File: src/mon_align_map.vh
// Constants for the receive channel monitor and store align control.
// Assumes the includer works on one 200 MHz clock, MCLK.
// Behaviour
// Host writes zero to control bit 7
// Receive align rise forces half-frame separation
// Separation already half frame: no action
// Separation short: realign, data may corrupt
// Host toggles receive align after clock stable
// Align held high never realigns again
// Transmit align rise does the same
// Host toggles transmit align after clock stable
// Five-bit field selects the monitored channel
// First received bit lands in bit 7
// Processor and hardware signaling run together
// Host programs selector with timeslot number
// Monitor byte refreshed once per frame, whole
`ifndef MON_ALIGN_MAP_VH
`define MON_ALIGN_MAP_VH
`define CTRL_ADDR        8'haa
`define MON_ADDR         8'hab
`define CTRL_RESET       8'h00
`define MON_RESET        8'h00
`define CTRL_RSVD_BIT    7
`define CTRL_RX_ALIGN    6
`define CTRL_TX_ALIGN    5
`define CTRL_SEL_MSB     4
`define CTRL_SEL_LSB     0
`define UNMAPPED_DATA    8'h00
`define BITS_PER_FRAME   256
`define LAST_BIT_IN_SLOT 3'h7
`endif

File: src/rx_ds0_monitor_estore_align.v
// Control register with store align commands and channel monitor.
// Assumes host port and receive bit stream are synchronous to MCLK.
`include "mon_align_map.vh"

// Edge detect and gate for one elastic store align command
module store_align_pulse (
	input  wire clk,
	input  wire rst,
	input  wire cmd,
	input  wire sep_half,
	output reg  pulse
);

	reg  cmd_d_r;
	reg  pulse_nxt;
	wire rise;

	// Only a zero-to-one edge counts, so a held one is ignored
	assign rise = cmd & ~cmd_d_r;

	// Wide separation leaves the store untouched
	always @* begin
		pulse_nxt = 1'b0;
		if (rise) begin
			pulse_nxt = ~sep_half;
		end
	end

	// Delayed command resets low like the command, no false edge
	always @(posedge clk or posedge rst) begin
		if (rst) begin
			cmd_d_r <= 1'b0;
			pulse   <= 1'b0;
		end else begin
			cmd_d_r <= cmd;
			pulse   <= pulse_nxt;
		end
	end

endmodule // store_align_pulse

module rx_ds0_monitor_estore_align (
	input  wire       MCLK,
	input  wire       RST,
	input  wire       CS,
	input  wire       WR,
	input  wire [7:0] ADDR,
	input  wire [7:0] WR_DATA,
	output reg  [7:0] RD_DATA,
	input  wire       RX_BIT_EN,
	input  wire       RX_FRAME_START,
	input  wire       RX_DATA,
	input  wire       RX_SEP_HALF,
	input  wire       TX_SEP_HALF,
	output reg        RX_ALIGN,
	output reg        TX_ALIGN,
	output wire       SIG_CPU_EN,
	output wire       SIG_HW_EN
);

	reg  [6:0] ctrl_r;
	reg  [7:0] mon_r;
	reg  [7:0] shift_r;
	reg  [7:0] shift_nxt;
	reg  [7:0] bitcnt_r;
	reg  [6:0] ctrl_nxt;
	reg  [7:0] bitcnt_nxt;
	reg  [7:0] mon_nxt;
	reg  [7:0] rd_nxt;
	wire       rx_pulse;
	wire       tx_pulse;
	wire       wr_ctrl;
	wire [4:0] sel;
	wire [7:0] bitpos;
	wire       in_slot;

	assign wr_ctrl = CS & WR & (ADDR == `CTRL_ADDR);
	assign sel     = ctrl_r[`CTRL_SEL_MSB:`CTRL_SEL_LSB];
	// Frame start marks bit 0 even if the counter drifted
	assign bitpos  = RX_FRAME_START ? 8'h00 : bitcnt_r;
	assign in_slot = RX_BIT_EN & (bitpos[7:3] == sel);

	// Reserved bit 7 is not stored; it always reads zero
	always @* begin
		ctrl_nxt = ctrl_r;
		if (wr_ctrl) begin
			ctrl_nxt = WR_DATA[6:0];
		end
	end

	// Control register
	always @(posedge MCLK or posedge RST) begin
		if (RST) begin
			ctrl_r <= 7'h00;
		end else begin
			ctrl_r <= ctrl_nxt;
		end
	end

	// Receive store align; pulse only when separation is short
	store_align_pulse u_rx_align (
		.clk      (MCLK),
		.rst      (RST),
		.cmd      (ctrl_r[`CTRL_RX_ALIGN]),
		.sep_half (RX_SEP_HALF),
		.pulse    (rx_pulse)
	);

	// Transmit store gets the same treatment
	store_align_pulse u_tx_align (
		.clk      (MCLK),
		.rst      (RST),
		.cmd      (ctrl_r[`CTRL_TX_ALIGN]),
		.sep_half (TX_SEP_HALF),
		.pulse    (tx_pulse)
	);

	// Pulses come straight from the per-store flip-flops
	always @* begin
		RX_ALIGN = rx_pulse;
		TX_ALIGN = tx_pulse;
	end

	// Next bit position; the 8-bit counter wraps with the frame
	always @* begin
		bitcnt_nxt = bitcnt_r;
		if (RX_BIT_EN) begin
			bitcnt_nxt = bitpos + 8'h01;
		end
	end

	// Bit position within the 256-bit frame
	always @(posedge MCLK or posedge RST) begin
		if (RST) begin
			bitcnt_r <= 8'h00;
		end else begin
			bitcnt_r <= bitcnt_nxt;
		end
	end

	// First received bit shifts up to the MSB
	always @* begin
		shift_nxt = shift_r;
		mon_nxt   = mon_r;
		if (in_slot) begin
			shift_nxt = {shift_r[6:0], RX_DATA};
			if (bitpos[2:0] == `LAST_BIT_IN_SLOT) begin
				mon_nxt = {shift_r[6:0], RX_DATA};
			end
		end
	end

	// Loading only after the eighth bit keeps reads consistent
	always @(posedge MCLK or posedge RST) begin
		if (RST) begin
			shift_r <= 8'h00;
			mon_r   <= `MON_RESET;
		end else begin
			shift_r <= shift_nxt;
			mon_r   <= mon_nxt;
		end
	end

	// Read mux; unmapped addresses read zero
	always @* begin
		rd_nxt = `UNMAPPED_DATA;
		case (ADDR)
			`CTRL_ADDR: begin
				rd_nxt[6:0] = ctrl_r;
				rd_nxt[`CTRL_RSVD_BIT] = 1'b0;
			end
			`MON_ADDR: begin
				rd_nxt = mon_r;
			end
			default: begin
				rd_nxt = `UNMAPPED_DATA;
			end
		endcase
	end

	// Registered read data follows ADDR one edge later
	always @(posedge MCLK or posedge RST) begin
		if (RST) begin
			RD_DATA <= `UNMAPPED_DATA;
		end else begin
			RD_DATA <= rd_nxt;
		end
	end

	// Neither signaling path gates the other
	assign SIG_CPU_EN = 1'b1;
	assign SIG_HW_EN  = 1'b1;

endmodule // rx_ds0_monitor_estore_align

File: config.mk
export PLATFORM = sky130hd
export DESIGN_NAME = rx_ds0_monitor_estore_align
export DESIGN_NICKNAME = d
export VERILOG_FILES = /design/src/rx_ds0_monitor_estore_align.v
export VERILOG_INCLUDE_DIRS = /design/src /design/src/src
export SDC_FILE = /design/constraint.sdc
export NUM_CORES = 1
export LEC_CHECK = 0
export ABC_AREA = 1
export BUFFER_PORTS_ARGS = -buffer_cell sky130_fd_sc_hd__buf_2
export CAP_MARGIN = 30
export CELL_PAD_IN_SITES_DETAIL_PLACEMENT = 2
export CELL_PAD_IN_SITES_GLOBAL_PLACEMENT = 2
export CORE_ASPECT_RATIO = 0.9
export CORE_MARGIN = 5
export CORE_UTILIZATION = 33
export DETAILED_ROUTE_END_ITERATION = 16
export HOLD_SLACK_MARGIN = 0.1
export PLACE_DENSITY_LB_ADDON = 0.1
export SYNTH_ARGS = -nofsm -noshare
export SYNTH_HDL_FRONTEND = slang
export SYNTH_SLANG_ARGS = --single-unit
File: constraint.sdc
create_clock -name MCLK -period 1.8 [get_ports MCLK]
set_input_delay 0.18 -clock MCLK [delete_from_list [all_inputs] [get_ports MCLK]]
set_output_delay 0.18 -clock MCLK [all_outputs]
set_load 0.005 [all_outputs]
==> summary by stage, run 1 <==
Outcome
The flow ran to the end, and the final reports show no timing, DRC or antenna violations.

Place
The cell area reported after detailed placement is 2200 um2. Once placement completed, the tool counted placed cells totaling 320. Detailed placement ended at an HPWL of 3.88 mm. Prior to clock tree synthesis, the placed netlist has a worst setup slack of 0.298 ns. The global placement routability congestion is 0.743. The count of buffers added on input and output ports is 33.

Synthesis
The cell area that synthesis handed to floorplanning was 1980 um2. After synthesis, the netlist uses 28 different library cells. For this run, asynchronously set or reset flops after synthesis account for 100%. The number of synthesis warnings is 0. The per-instance average area after synthesis is 9.00 um2.

The xor and xnor area share after synthesis is 1.77%. The cell count after synthesis came out at 220. The simple logic cell fraction of the synthesized area is 31.2%.

The multiplexer share of the synthesized area is 0.506%. The largest total area in the synthesized netlist belongs to dfrtp_1. The dominant synthesized flop cell is dfrtp_1. The synthesized-area fraction occupied by ao, oa, aoi and oai cells is 4.99%. The main combinational cell family by area after synthesis is simple AND/OR/NAND/NOR gates.

Sorting the synthesized cells by area gives the leading types as dfrtp_1 (53%), nand2_1 (12%), nand3_1 (4.8%). The sequential-to-total area share from yosys stat is 53.1%. The post-synthesis adder-cell area fraction is 1.26%.

After synthesis the netlist holds a flip-flop and latch count of 42. The synthesized design contains 0 enable-type register cells. The synthesized design devotes to its leading area cell type 53.1% of total area.

Floorplan
The standard cell core area is 5760 um2. During I/O placement, the number of pins put on the boundary was 37. The floorplan step set the die height to 83.5 um. The overall die area is 7650 um2. The die is 91.6 um wide. The starting density of the core is 34.4%. In this run the core area contains 26 standard-cell rows.

Critical path
The maximum cell stage delay along the critical path is 0.41 ns. Among all stages on the critical path, the largest delay is contributed by dfrtp_1. Walking the worst path, the cells encountered are inv_1, nor2_1, nand2_1, nand2_2, nor2_8, buf_4, nand2_2, nand2_1, nand2_1. Counting stages on the worst path, the most repeated cell is nand2_1. The critical path endpoint category is a register.

STA puts the critical path data required time at 2.00 ns. The worst-path maximum fanout is 13. The critical path start-end classification is reg -> reg.

Data arrives at the worst endpoint at 1.67 ns. The kind of start point of the critical path is a register.

Drt
Detailed routing inserted a total of 1588 vias. The via count normalized by instance count is 4.77. The number of design-rule violations left by the first detailed-router iteration is 19. After detailed routing, the average wire length per cell comes to 15.3 um. The remaining routing DRC violations is 0.

The number of nets with antenna violations after routing is 0. The total iterations of the first detailed-routing run is 4. Wires add up to 5.09 mm.

Layout
The layout net count is 289. In the final layout, the share of cells above drive strength 1 is 23.2%. The number of antenna diodes is 0. Measured on the finished design, the core utilization comes to 40.7%. The finished layout holds 333 standard cells, fillers aside. The post-synthesis to final-layout area growth is 18.3%. The post-layout instance area is 2340 um2.

Job
Max-cap violations in this run came to 0.

STA
Static timing analysis puts the maximum clock frequency at 0.678 GHz. The number of endpoints failing setup at the final stage is 0. Across the routed clock network, the largest skew measured is 0.00892 ns. The max-slew headroom at the worst pin is 60.2%. The worst path in the final design needs a cycle of 1.48 ns, including I/O delays and setup.

The final count of pins violating max slew came to 0. The transition time at the pin with the least slew margin is 0.593 ns. The number of hold violations in the final report is 0. The final critical path takes up 82.0% of the cycle. Setup repair after global routing left no endpoint under its margin.

The worst-case setup margin in the final layout is 0.324 ns. The total negative slack is 0 ns.

Global route
The global-route wire length before repair is 8.81 mm. Global routing used 14.4% of the available tracks across all layers. The number of global-route vias before repair is 1732. Summed over all layers, the global routing overflow is 0. The largest net degree at the start of global routing is 18. The number of antenna violations at the first check in global routing came to 0.

CTS
In this run the deepest clock path goes through 2 buffers. Gates resized during post-CTS repair numbered 0. The buffer type at the clock tree root is clkbuf_8. The number of buffers added by the clock tree synthesis step is 5.

The maximum level of the CTS H-tree is 2. The insertion delay of the later-clocked pin in the worst-skew pair is 0.30 ns. The sink count of the clock tree is 42. The clock slew at the register clock pins of the worst setup and hold paths is 0.09 ns. TritonCTS built the clock tree.

Power
The power density of the placed cells is 751 nW/um2. The worst vdd rail ir drop is 0.000231 V. For this design the static power due to leakage is 1.26 nW.

Min path
The worst hold-check path type is in -> reg.
-- cell type report --
cell class	count	area [um2]
clock buffer	6	72.6
clock inverter	2	13.8
fill	660	3420
inverter	20	77.6
multi-input combinational	151	793
sequential	42	1050
tap	70	87.6
timing repair buffer	42	245
-- report_power, final --
group	leakage (nW)	switching, mW	internal, mW
combinational	0.675	0.0965	0.0544
sequential	0.538	0.0154	0.967
clock	0.0452	0.351	0.274
-- per-stage QoR --
step	power [mW]	hold slack, ns
floorplan	1.09	0.251
global placement	1.14	0.197
detailed placement	1.15	0.203
CTS	1.78	0.106
global route	1.85	0.112
finish	1.76	0.116
-- flip-flops by register name, indices dropped and copies added (netlist names) --
signal and count:
u_rx_align.cmd_d_r 1, bitcnt_r 8, u_rx_align.pulse 1, ctrl_r 7, u_tx_align.cmd_d_r 1, mon_r 8
shift_r 7, u_tx_align.pulse 1, RD_DATA 8
-- layout by cell type (no fill, tap or decap), types with 3 or more instances in the layout --
cell | netlist | final
nand2_2 | 7 | 7
dfrtp_1 | 42 | 42
o21ai_1 | 3 | 3
inv_1 | 18 | 17
o21ai_0 | 15 | 15
dlygate4sd3_1 | 0 | 5
clkbuf_8 | 0 | 5
nor3_1 | 4 | 4
nand3_1 | 19 | 19
buf_4 | 6 | 4
nand4_1 | 8 | 8
nor2_1 | 10 | 10
buf_2 | 1 | 33
nand2_1 | 65 | 65
-- synth_stat cells (2+ instances only) --
library cell	instances
o21ai_1	3
nor2_8	2
nand3_2	2
nand2_2	7
inv_1	18
nand3_1	19
nor2_1	10
xnor2_1	2
ha_1	2
nand4_1	8
o21ai_0	15
dfrtp_1	42
nand2_1	65
buf_4	6
nor2_4	2
nor3_1	4
xor2_1	2
-- cells by family (layout without fill, tap and decap cells) --
kind of cell               count (synthesis)  after routing
and+or+nand+nor                          123            123
DFF                                       42             42
buffers and inverters                     28             70
AOI/OAI and AO/OA                         19             19
xor gates and xnor gates                   4              4
adders and majority gates                  2              2
other                                      1              2
muxes                                      1              1
-- repair_timing --
action                     CTS  global route
setup endpoints to repair    0             0
hold endpoints to repair    19             0
buffers inserted             0             0
hold buffers                 5             0
-- worst max-delay path: cells and delay by family (launching register included) --
family | cells | cell delay, ns
flip-flops | 1 | 0.41
buffers and inverters | 2 | 0.26
AND/OR/NAND/NOR | 7 | 0.70
-- final timing paths --
kind                       cells past startpoint  slack [ns]         from                 end
max reg2reg                                    9        0.32  bitcnt_r[5]          shift_r[3]
max                                            9        0.32  bitcnt_r[5]          shift_r[3]
min reg2reg                                    0        0.38    ctrl_r[6]  u_rx_align.cmd_d_r
min                                            3        0.12   WR_DATA[5]           ctrl_r[5]
min in group asynchronous                      3        0.40          RST           ctrl_r[4]
max in group asynchronous                      4        0.84          RST            mon_r[1]
-- per-layer routing --
layer | wire [um] | vias up | global-route usage (%)
met5 | 0 | - | 0
met4 | 55 | 0 | 3.29
met3 | 195 | 5 | 3.43
met2 | 2340 | 24 | 23.6
met1 | 2500 | 775 | 19.1
li1 | - | 784 | -
Power figures use the tool's default switching activity.
==> run 2: changes to the inputs <==
- ABC_AREA: 1 -> 0
- CORE_UTILIZATION: 33 -> 36
- clock period: 1.8 -> 1.5 ns (I/O delays scaled with it)
==> run 2 against run 1 <==
The run now ends with negative setup slack left. Sequential power rose by 43%. Critical endpoint is now shift_r[5]. First-iteration DRC count rose by 95%. Synthesized cell count fell by 37%. Area after synthesis fell by 8.3%. Register-to-register slack got worse by 0.70 ns. Total power rose by 61%. Maximum frequency fell by 21%.
==> summary by stage, run 2 <==
Min path
The path class of the tightest hold or removal check is in -> reg.

Synthesis
The area of the mapped netlist is 1810 um2. The most frequent cell after synthesis is dfrtp_1. In this run, synthesis produced a sequential element count of 42. Synthesis produced 138 cells. The sequential-to-total area share from yosys stat is 57.9%. The number of synthesized flops with an enable pin is 0.

Counting flops with an async set or reset pin after synthesis yields a share of 100%. Yosys mapped the design onto 31 distinct sky130hd cell types. After synthesis, the most frequently instantiated cells are dfrtp_1 (42), mux2_2 (24), a22o_1 (7). After synthesis, the cell types taking the most area are dfrtp_1 (58%), mux2_2 (15%), a22o_1 (3.4%). In the synthesized netlist the dominant register cell turns out to be dfrtp_1. For this run, the number of Yosys warnings is 0.

After synthesis, the mean cell area works out to 13.1 um2. Summed over all instances, the cell type with the most area after synthesis is dfrtp_1. The top cell type by area accounts for 57.9% of the synthesized area.

Drt
The total via count after detailed routing is 1340. The highest layer used for signal routing is met4. In the routed layout, each cell is associated on average with a via count of 4.93.

The first TritonRoute pass finished after 4 iterations. In the routed design, unresolved DRC markers number 0. After detailed routing, the total wire length is 5.01 mm. The sum of met2 wire segment lengths after detailed routing is 2.56 mm. After the first detailed-routing iteration, the DRC count stood at 37.

The detailed-route wire length per cell is 18.4 um. The met3 wirelength from detailed routing is 173 um. The number of nets with antenna violations after routing is 0. The routed metal-1 wirelength is 2.20 mm.

STA
The number of endpoints failing setup at the final stage is 15. The worst-case setup margin in the final layout is -0.377 ns. The achievable clock frequency is 0.533 GHz. The final count of pins violating max slew is 0.

After routing, the total negative slack on setup checks comes to -5.41 ns. Setup repair after global routing could not meet its margin everywhere. In this run the tightest slew margin relative to its limit is 64.3%. The final critical-path share of the clock period is 125%. The post-route worst hold slack is 0.130 ns. The clock period minus worst slack is 1.88 ns. The transition time at the pin with the least slew margin is 0.536 ns.

On the final layout, the worst clock skew is 0.00629 ns. The number of hold violations in the final report is 0.

Place
The worst slack at placement is -0.406 ns. After detailed placement, the design holds a cell count of 250. The wire-length estimate of the detail-placed layout is 3.55 mm. The global placement routability congestion is 0.705. Once placement finished, the instance area stood at 2220 um2. Buffers placed on the I/O ports in this run total 33.

CTS
Clock tree synthesis selected as its root buffer the cell clkbuf_8. TritonCTS built the clock tree. The longest clock path from root to sink contains 2 buffers.

CTS saw 42 sinks. The insertion delay of the later-clocked pin in the worst-skew pair is 0.29 ns. Clock-pin slew was measured on the worst setup and hold paths at 0.08 ns. The number of buffers added by the clock tree synthesis step is 5. The H-tree generated during clock tree synthesis spans 2 levels.

Layout
The layout net count is 234. In the final layout, the registers with the most flip-flops are RD_DATA (8), bitcnt_r (8), mon_r (8). Cells with a size suffix above 1 make up 50.2% of the layout. In the layout the commonest cells are dfrtp_1 (41), buf_2 (33), buf_4 (24). Leaving out fill and tap cells, the most frequent cell in the layout is dfrtp_1. After the flow finishes, the layout carries non-filler instances totaling 272. The number of fill cells is 483.

The number of antenna diodes in the final layout is 0. The post-synthesis to final-layout area growth is 37.9%. After routing the design area is 2500 um2. The share of the core filled with cells is 51.4%.

Global route
The largest net degree at the start of global routing is 43. Summed over all layers, the global routing overflow is 0. The number of global-route vias before repair was 1559.

The first global-routing pass estimated 8.18 mm of wire. The combined global-route utilization of all metal layers is 16.1%. The number of antenna violations at the first check in global routing is 0.

Floorplan
The chip width is 84.8 um. The number of placement rows is 24. The floorplan step defined a core boundary enclosing 4860 um2. Once the floorplan was initialized, standard cells occupied 37.3% of the core.

The die height is 77.3 um. The die covers 6560 um2. Pin placement for this block handled 37 I/O pins.

Critical path
The worst setup path is launched from a register. The signal on the critical path passes through nor2_1, nor2_1, o32a_2, nor4b_4, buf_6, mux2_2. The cell class contributing the biggest share of worst-path delay is simple AND/OR/NAND/NOR gates. By startpoint and endpoint, the worst setup path is classified as reg -> reg. The worst-path maximum fanout is 7. The slowest stage cell on the critical path is dfrtp_1. The maximum cell stage delay along the critical path is 0.42 ns. STA puts the critical path data required time at 1.68 ns. The data arrival time of the critical path is 2.06 ns.

The cell type with the highest occurrence count on the critical path is nor2_1. Together, buffers and inverters on the worst path number 1. The critical path endpoint category is a register.

Power
Dividing total power by cell area gives a power density of 1130 nW/um2. Summing internal, switching and leakage power gives 2.82 mW. The worst vdd rail ir drop is 0.000648 V. The leakage power is 1.24 nW.

Outcome
The flow ran to the end, but the final reports show violations. The checks that failed: negative setup slack.

Job
The tool flagged a number of max-cap violations equal to 0.
==> run 2: path summary, 6_finish.rpt <==
| path | start | end | slack (ns) | depth (start not counted) |
|---|---|---|---|---|
| setup / recovery | bitcnt_r[4] | shift_r[5] | -0.38 | 6 |
| hold / removal | WR_DATA[3] | ctrl_r[3] | 0.13 | 2 |
| setup reg to reg | bitcnt_r[4] | shift_r[5] | -0.38 | 6 |
| hold reg to reg | u_tx_align.cmd_d_r | u_tx_align.pulse | 0.41 | 1 |
| max in group asynchronous | RST | ctrl_r[1] | 0.54 | 4 |
| min in group asynchronous | RST | RD_DATA[2] | 0.57 | 4 |
==> run 2: per-layer routing <==
layer	GRT usage, %	vias up
li1	-	620
met3	3.81	9
met5	0	-
met2	28.5	25
met1	19.3	686
met4	5.06	0
==> run 2: repair_timing <==
item                                   4_1_cts  5_1_grt
gates resized for setup                      7        5
buffers inserted                             3        2
cloned                                       0        0
endpoints found under the hold margin       51        1
setup endpoints to repair                   16       19
pin swaps                                    1        2
hold buffers                                 9        1
==> run 2: kinds of logic (layout without fill, tap and decap cells) <==
logic type      count (synthesis)  count (layout)  share of synthesized area, %
compound gates                 20              20                          7.65
xor+xnor                        3               3                          1.45
fa+ha+maj                       2               2                          1.38
buf+inv                        12              80                          3.45
flops                          42              42                          57.9
mux                            25              25                          15.4
other cells                     1               2                         0.207
simple gates                   33              33                          12.5
==> run 2: final cells by class <==
type | instances | area (um2) | area share (%)
clock buffers | 6 | 82.6 | 3.30
clock inverters | 1 | 30.0 | 1.20
inverters | 4 | 15.0 | 0.600
multi-input cells | 85 | 772 | 30.9
flip-flops and latches | 42 | 1050 | 42.1
well taps | 65 | 81.3 | 3.25
repair buffers | 69 | 468 | 18.7
==> run 2: worst register-to-register path, stage by stage (launching register included) <==
cell and delay, ns:
dfrtp_1 0.42, nor2_1 0.11, nor2_1 0.05, o32a_2 0.36
nor4b_4 0.31, buf_6 0.18, mux2_2 0.33
==> run 2: power breakdown <==
| group | internal [mW] | total, mW | switching [mW] | leakage, nW |
|---|---|---|---|---|
| registers | 1.29 | 1.40 | 0.112 | 0.561 |
| logic | 0.319 | 0.524 | 0.206 | 0.624 |
| clock network | 0.532 | 0.897 | 0.364 | 0.0573 |
| total | 2.14 | 2.82 | 0.682 | 1.24 |
==> run 3: changes to the inputs <==
--- a/config.mk
+++ b/config.mk
@@ -18,4 +18,5 @@
 export HOLD_SLACK_MARGIN = 0.1
 export PLACE_DENSITY_LB_ADDON = 0.1
+export SKIP_CTS_REPAIR_TIMING = 1
 export SYNTH_ARGS = -nofsm -noshare
 export SYNTH_HDL_FRONTEND = slang
==> constraint.sdc (replaced) <==
create_clock -name MCLK -period 1.5 [get_ports MCLK]
set_input_delay 0.3 -clock MCLK [delete_from_list [all_inputs] [get_ports MCLK]]
set_output_delay 0.3 -clock MCLK [all_outputs]
set_load 0.005 [all_outputs]
==> run 3 against run 2 <==
The flow still finishes with violations (negative setup slack). Maximum frequency is 0.80% lower. Die area is the same. Wire length fell by 5.6%. Register-to-register slack lost 0.02 ns. Clock power decreased by 25%. Worst setup slack got worse by 0.015 ns.
==> summary by stage, run 3 (same netlist as run 2, synthesis figures left out) <==
Layout
The final standard cell count with taps included and fillers excluded is 264. The number of antenna diodes is 0. The share of post-route cells with drive strength above 1 is 53.3%. The filler cells instantiated in the layout total 514. The combined area of the multi-input logic cells is 838 um2. The layout net count is 226.

The sequential cells in the finished layout cover a total of 1050 um2. Compared with the post-synthesis result, the final layout area differs by 36.1%. In the layout the commonest cells are dfrtp_1 (42), buf_2 (32), buf_4 (23). The library cell used most frequently in the layout, excluding fill and tap cells, is dfrtp_1. The largest registers in the layout are RD_DATA (8), bitcnt_r (8), mon_r (8).

STA
The setup skew after layout is 0.00811 ns. The number of hold violations in the final report was 0. The final critical-path share of the clock period is 126%.

Setup repair after global routing could not meet its margin everywhere. Setup violations remaining at the end of the flow were counted as 22. The worst-case setup margin in the final layout is -0.392 ns.

The smallest clock period supported by the final layout is computed as 1.89 ns. The achievable clock frequency is 0.529 GHz. The final count of pins violating max slew came to 0. The post-route worst hold slack is 0.176 ns.

Global route
The global-route wire length before repair is 7.80 mm. Global routing used 15.2% of the available tracks across all layers. The number of antenna violations at the first check in global routing came to 0. Summed over all layers, the global routing overflow is 0. Entering global routing, the biggest net connects 43 pins.

The number of global-route vias before repair is 1497.

Critical path
The critical path start-end classification is reg -> reg. The worst reg2reg path endpoint is shift_r[5]. STA classifies the critical path endpoint as a register. The required time of the worst setup path is 1.67 ns. The worst-path maximum fanout is 7. The startpoint of the worst setup timing path is bitcnt_r[4]. The critical path goes through nor2_2, nor2_1, o32a_2, nor4b_4, buf_6, mux2_4. The kind of start point of the critical path is a register. The endpoint of the most critical setup path is shift_r[5]. At the worst endpoint, the arrival time is 2.06 ns. The largest single stage delay on the critical path is 0.45 ns.

The slowest stage cell on the critical path is dfrtp_1. Setup slack on the worst reg-to-reg path comes out at -0.39 ns. In this run the critical register-to-register path is launched from bitcnt_r[4]. The number of cell instances on the worst register-to-register path is 6.

Power
Of the total power, the share spent switching nets is 25.5%. Dividing total power by cell area gives a power density of 1080 nW/um2. The analysis attributes to cell leakage a power of 1.23 nW. Of the total power, the clock network draws 25.3%. Sequential cells account for 52.8% of the total power.

The internal power of the cells is 1.98 mW. The worst vdd rail ir drop is 0.000674 V. Combinational logic burns 21.8% of the power. The net switching power figure is 0.680 mW.

Drt
The total via count after detailed routing is 1293. Using the TritonRoute via totals, the vias-per-cell ratio works out to 4.90. The count of nets left with antenna violations once routing finished came out at 0. The final wirelength is 4.73 mm. In the final routed layout, each cell accounts on average for 17.9 um. For this run, design rule violations remaining after detail routing come to 0. The number of design-rule violations left by the first detailed-router iteration is 52. For this run, the detailed router's first-pass iteration total came to 4.

CTS
TritonCTS built the clock tree. CTS built an H-tree with a depth of 2. The clock slew at the register clock pins of the worst setup and hold paths is 0.07 ns. Counting every sink on the clock net gives 42. Clock latency on the worst-skew pair, taken at its later pin, is 0.29 ns. The number of buffers added by the clock tree synthesis step is 5.

The buffer type at the clock tree root is clkbuf_8. The clock passes through at most 2 buffers.

Floorplan
The die covers 6560 um2. The floorplan has 24 rows. The top-level I/O count is 37.

Measured along the y axis, the die boundary spans 77.3 um. Measured along the x axis, the die boundary spans 84.8 um. The standard cell core area is 4860 um2. The initial utilization of the core area, before any placement, comes to 37.3%.

Outcome
The final reports fail on negative setup slack. The run finished, with violations left.

Place
The global placement routability congestion is 0.749. The HPWL after detailed placement is 3.58 mm. Port buffering added 33 buffers. The total instance count after detailed placement is 253. The worst slack at placement is -0.539 ns.

Job
The number of max-capacitance violations reported is 0.

Min path
The worst hold-check path type is in -> reg.
-- run 3: cell count changes in the layout (fill, tap and decap cells not counted), sizes merged --
cell,previous run,this run
dlygate4sd3,10,1
buf,59,60
bufinv,1,0
clkbuf,6,7
-- run 3: final cells by class --
| type | count | area share, % |
|---|---|---|
| Clock buffer | 7 | 3.09 |
| Inverter | 4 | 0.608 |
| Multi-Input combinational cell | 85 | 33.9 |
| Sequential cell | 42 | 42.6 |
| Tap cell | 65 | 3.29 |
| Timing Repair Buffer | 61 | 16.5 |
-- run 3: critical path, delay by kind of cell (launching register included) --
| family | cells | cell delay (ns) |
|---|---|---|
| AO/OA/AOI/OAI | 1 | 0.38 |
| multiplexers | 1 | 0.31 |
| buffers and inverters | 1 | 0.19 |
| AND/OR/NAND/NOR | 3 | 0.45 |
| flip-flops | 1 | 0.45 |
-- run 3: worst min-delay path by stage --
stage,startpoint,endpoint,cells past startpoint
after floorplan,RX_SEP_HALF,u_rx_align.pulse,1
after global placement,RST,RD_DATA[2],3
after detailed placement,RST,ctrl_r[1],3
after CTS,RST,bitcnt_r[3],3
after global routing,RX_SEP_HALF,u_rx_align.pulse,2
final,RX_SEP_HALF,u_rx_align.pulse,2
-- run 3: through the flow --
| step | power, mW | cell area (um2) | util, % | setup TNS (ns) |
|---|---|---|---|---|
| floorplan | 1.68 | 1870 | - | -8.04 |
| global placement | 1.85 | 2250 | 46.3 | -9.38 |
| detailed placement | 1.90 | 2250 | 46.3 | -11.30 |
| CTS | 2.58 | 2330 | 47.8 | -7.54 |
| global route | 2.83 | 2470 | 50.8 | -7.26 |
| finish | 2.66 | 2470 | 50.8 | -5.67 |
-- run 3: metal layers --
layer  vias to the layer above  wire [um]  track usage [%]
met3                         2        206             3.81
li1                        607          -                -
met4                         0         30             4.27
met1                       660       2220             20.2
met5                         -          0                0
met2                        24       2280             24.7
-- run 3: power by group through the flow --
stage	Clock [mW]	Combinational [mW]	Sequential, mW
after global routing	0.759	0.637	1.44
after global placement	0	0.439	1.41
after detailed placement	0	0.475	1.42
final	0.675	0.581	1.41
after floorplan	0	0.299	1.38
after CTS	0.702	0.477	1.40
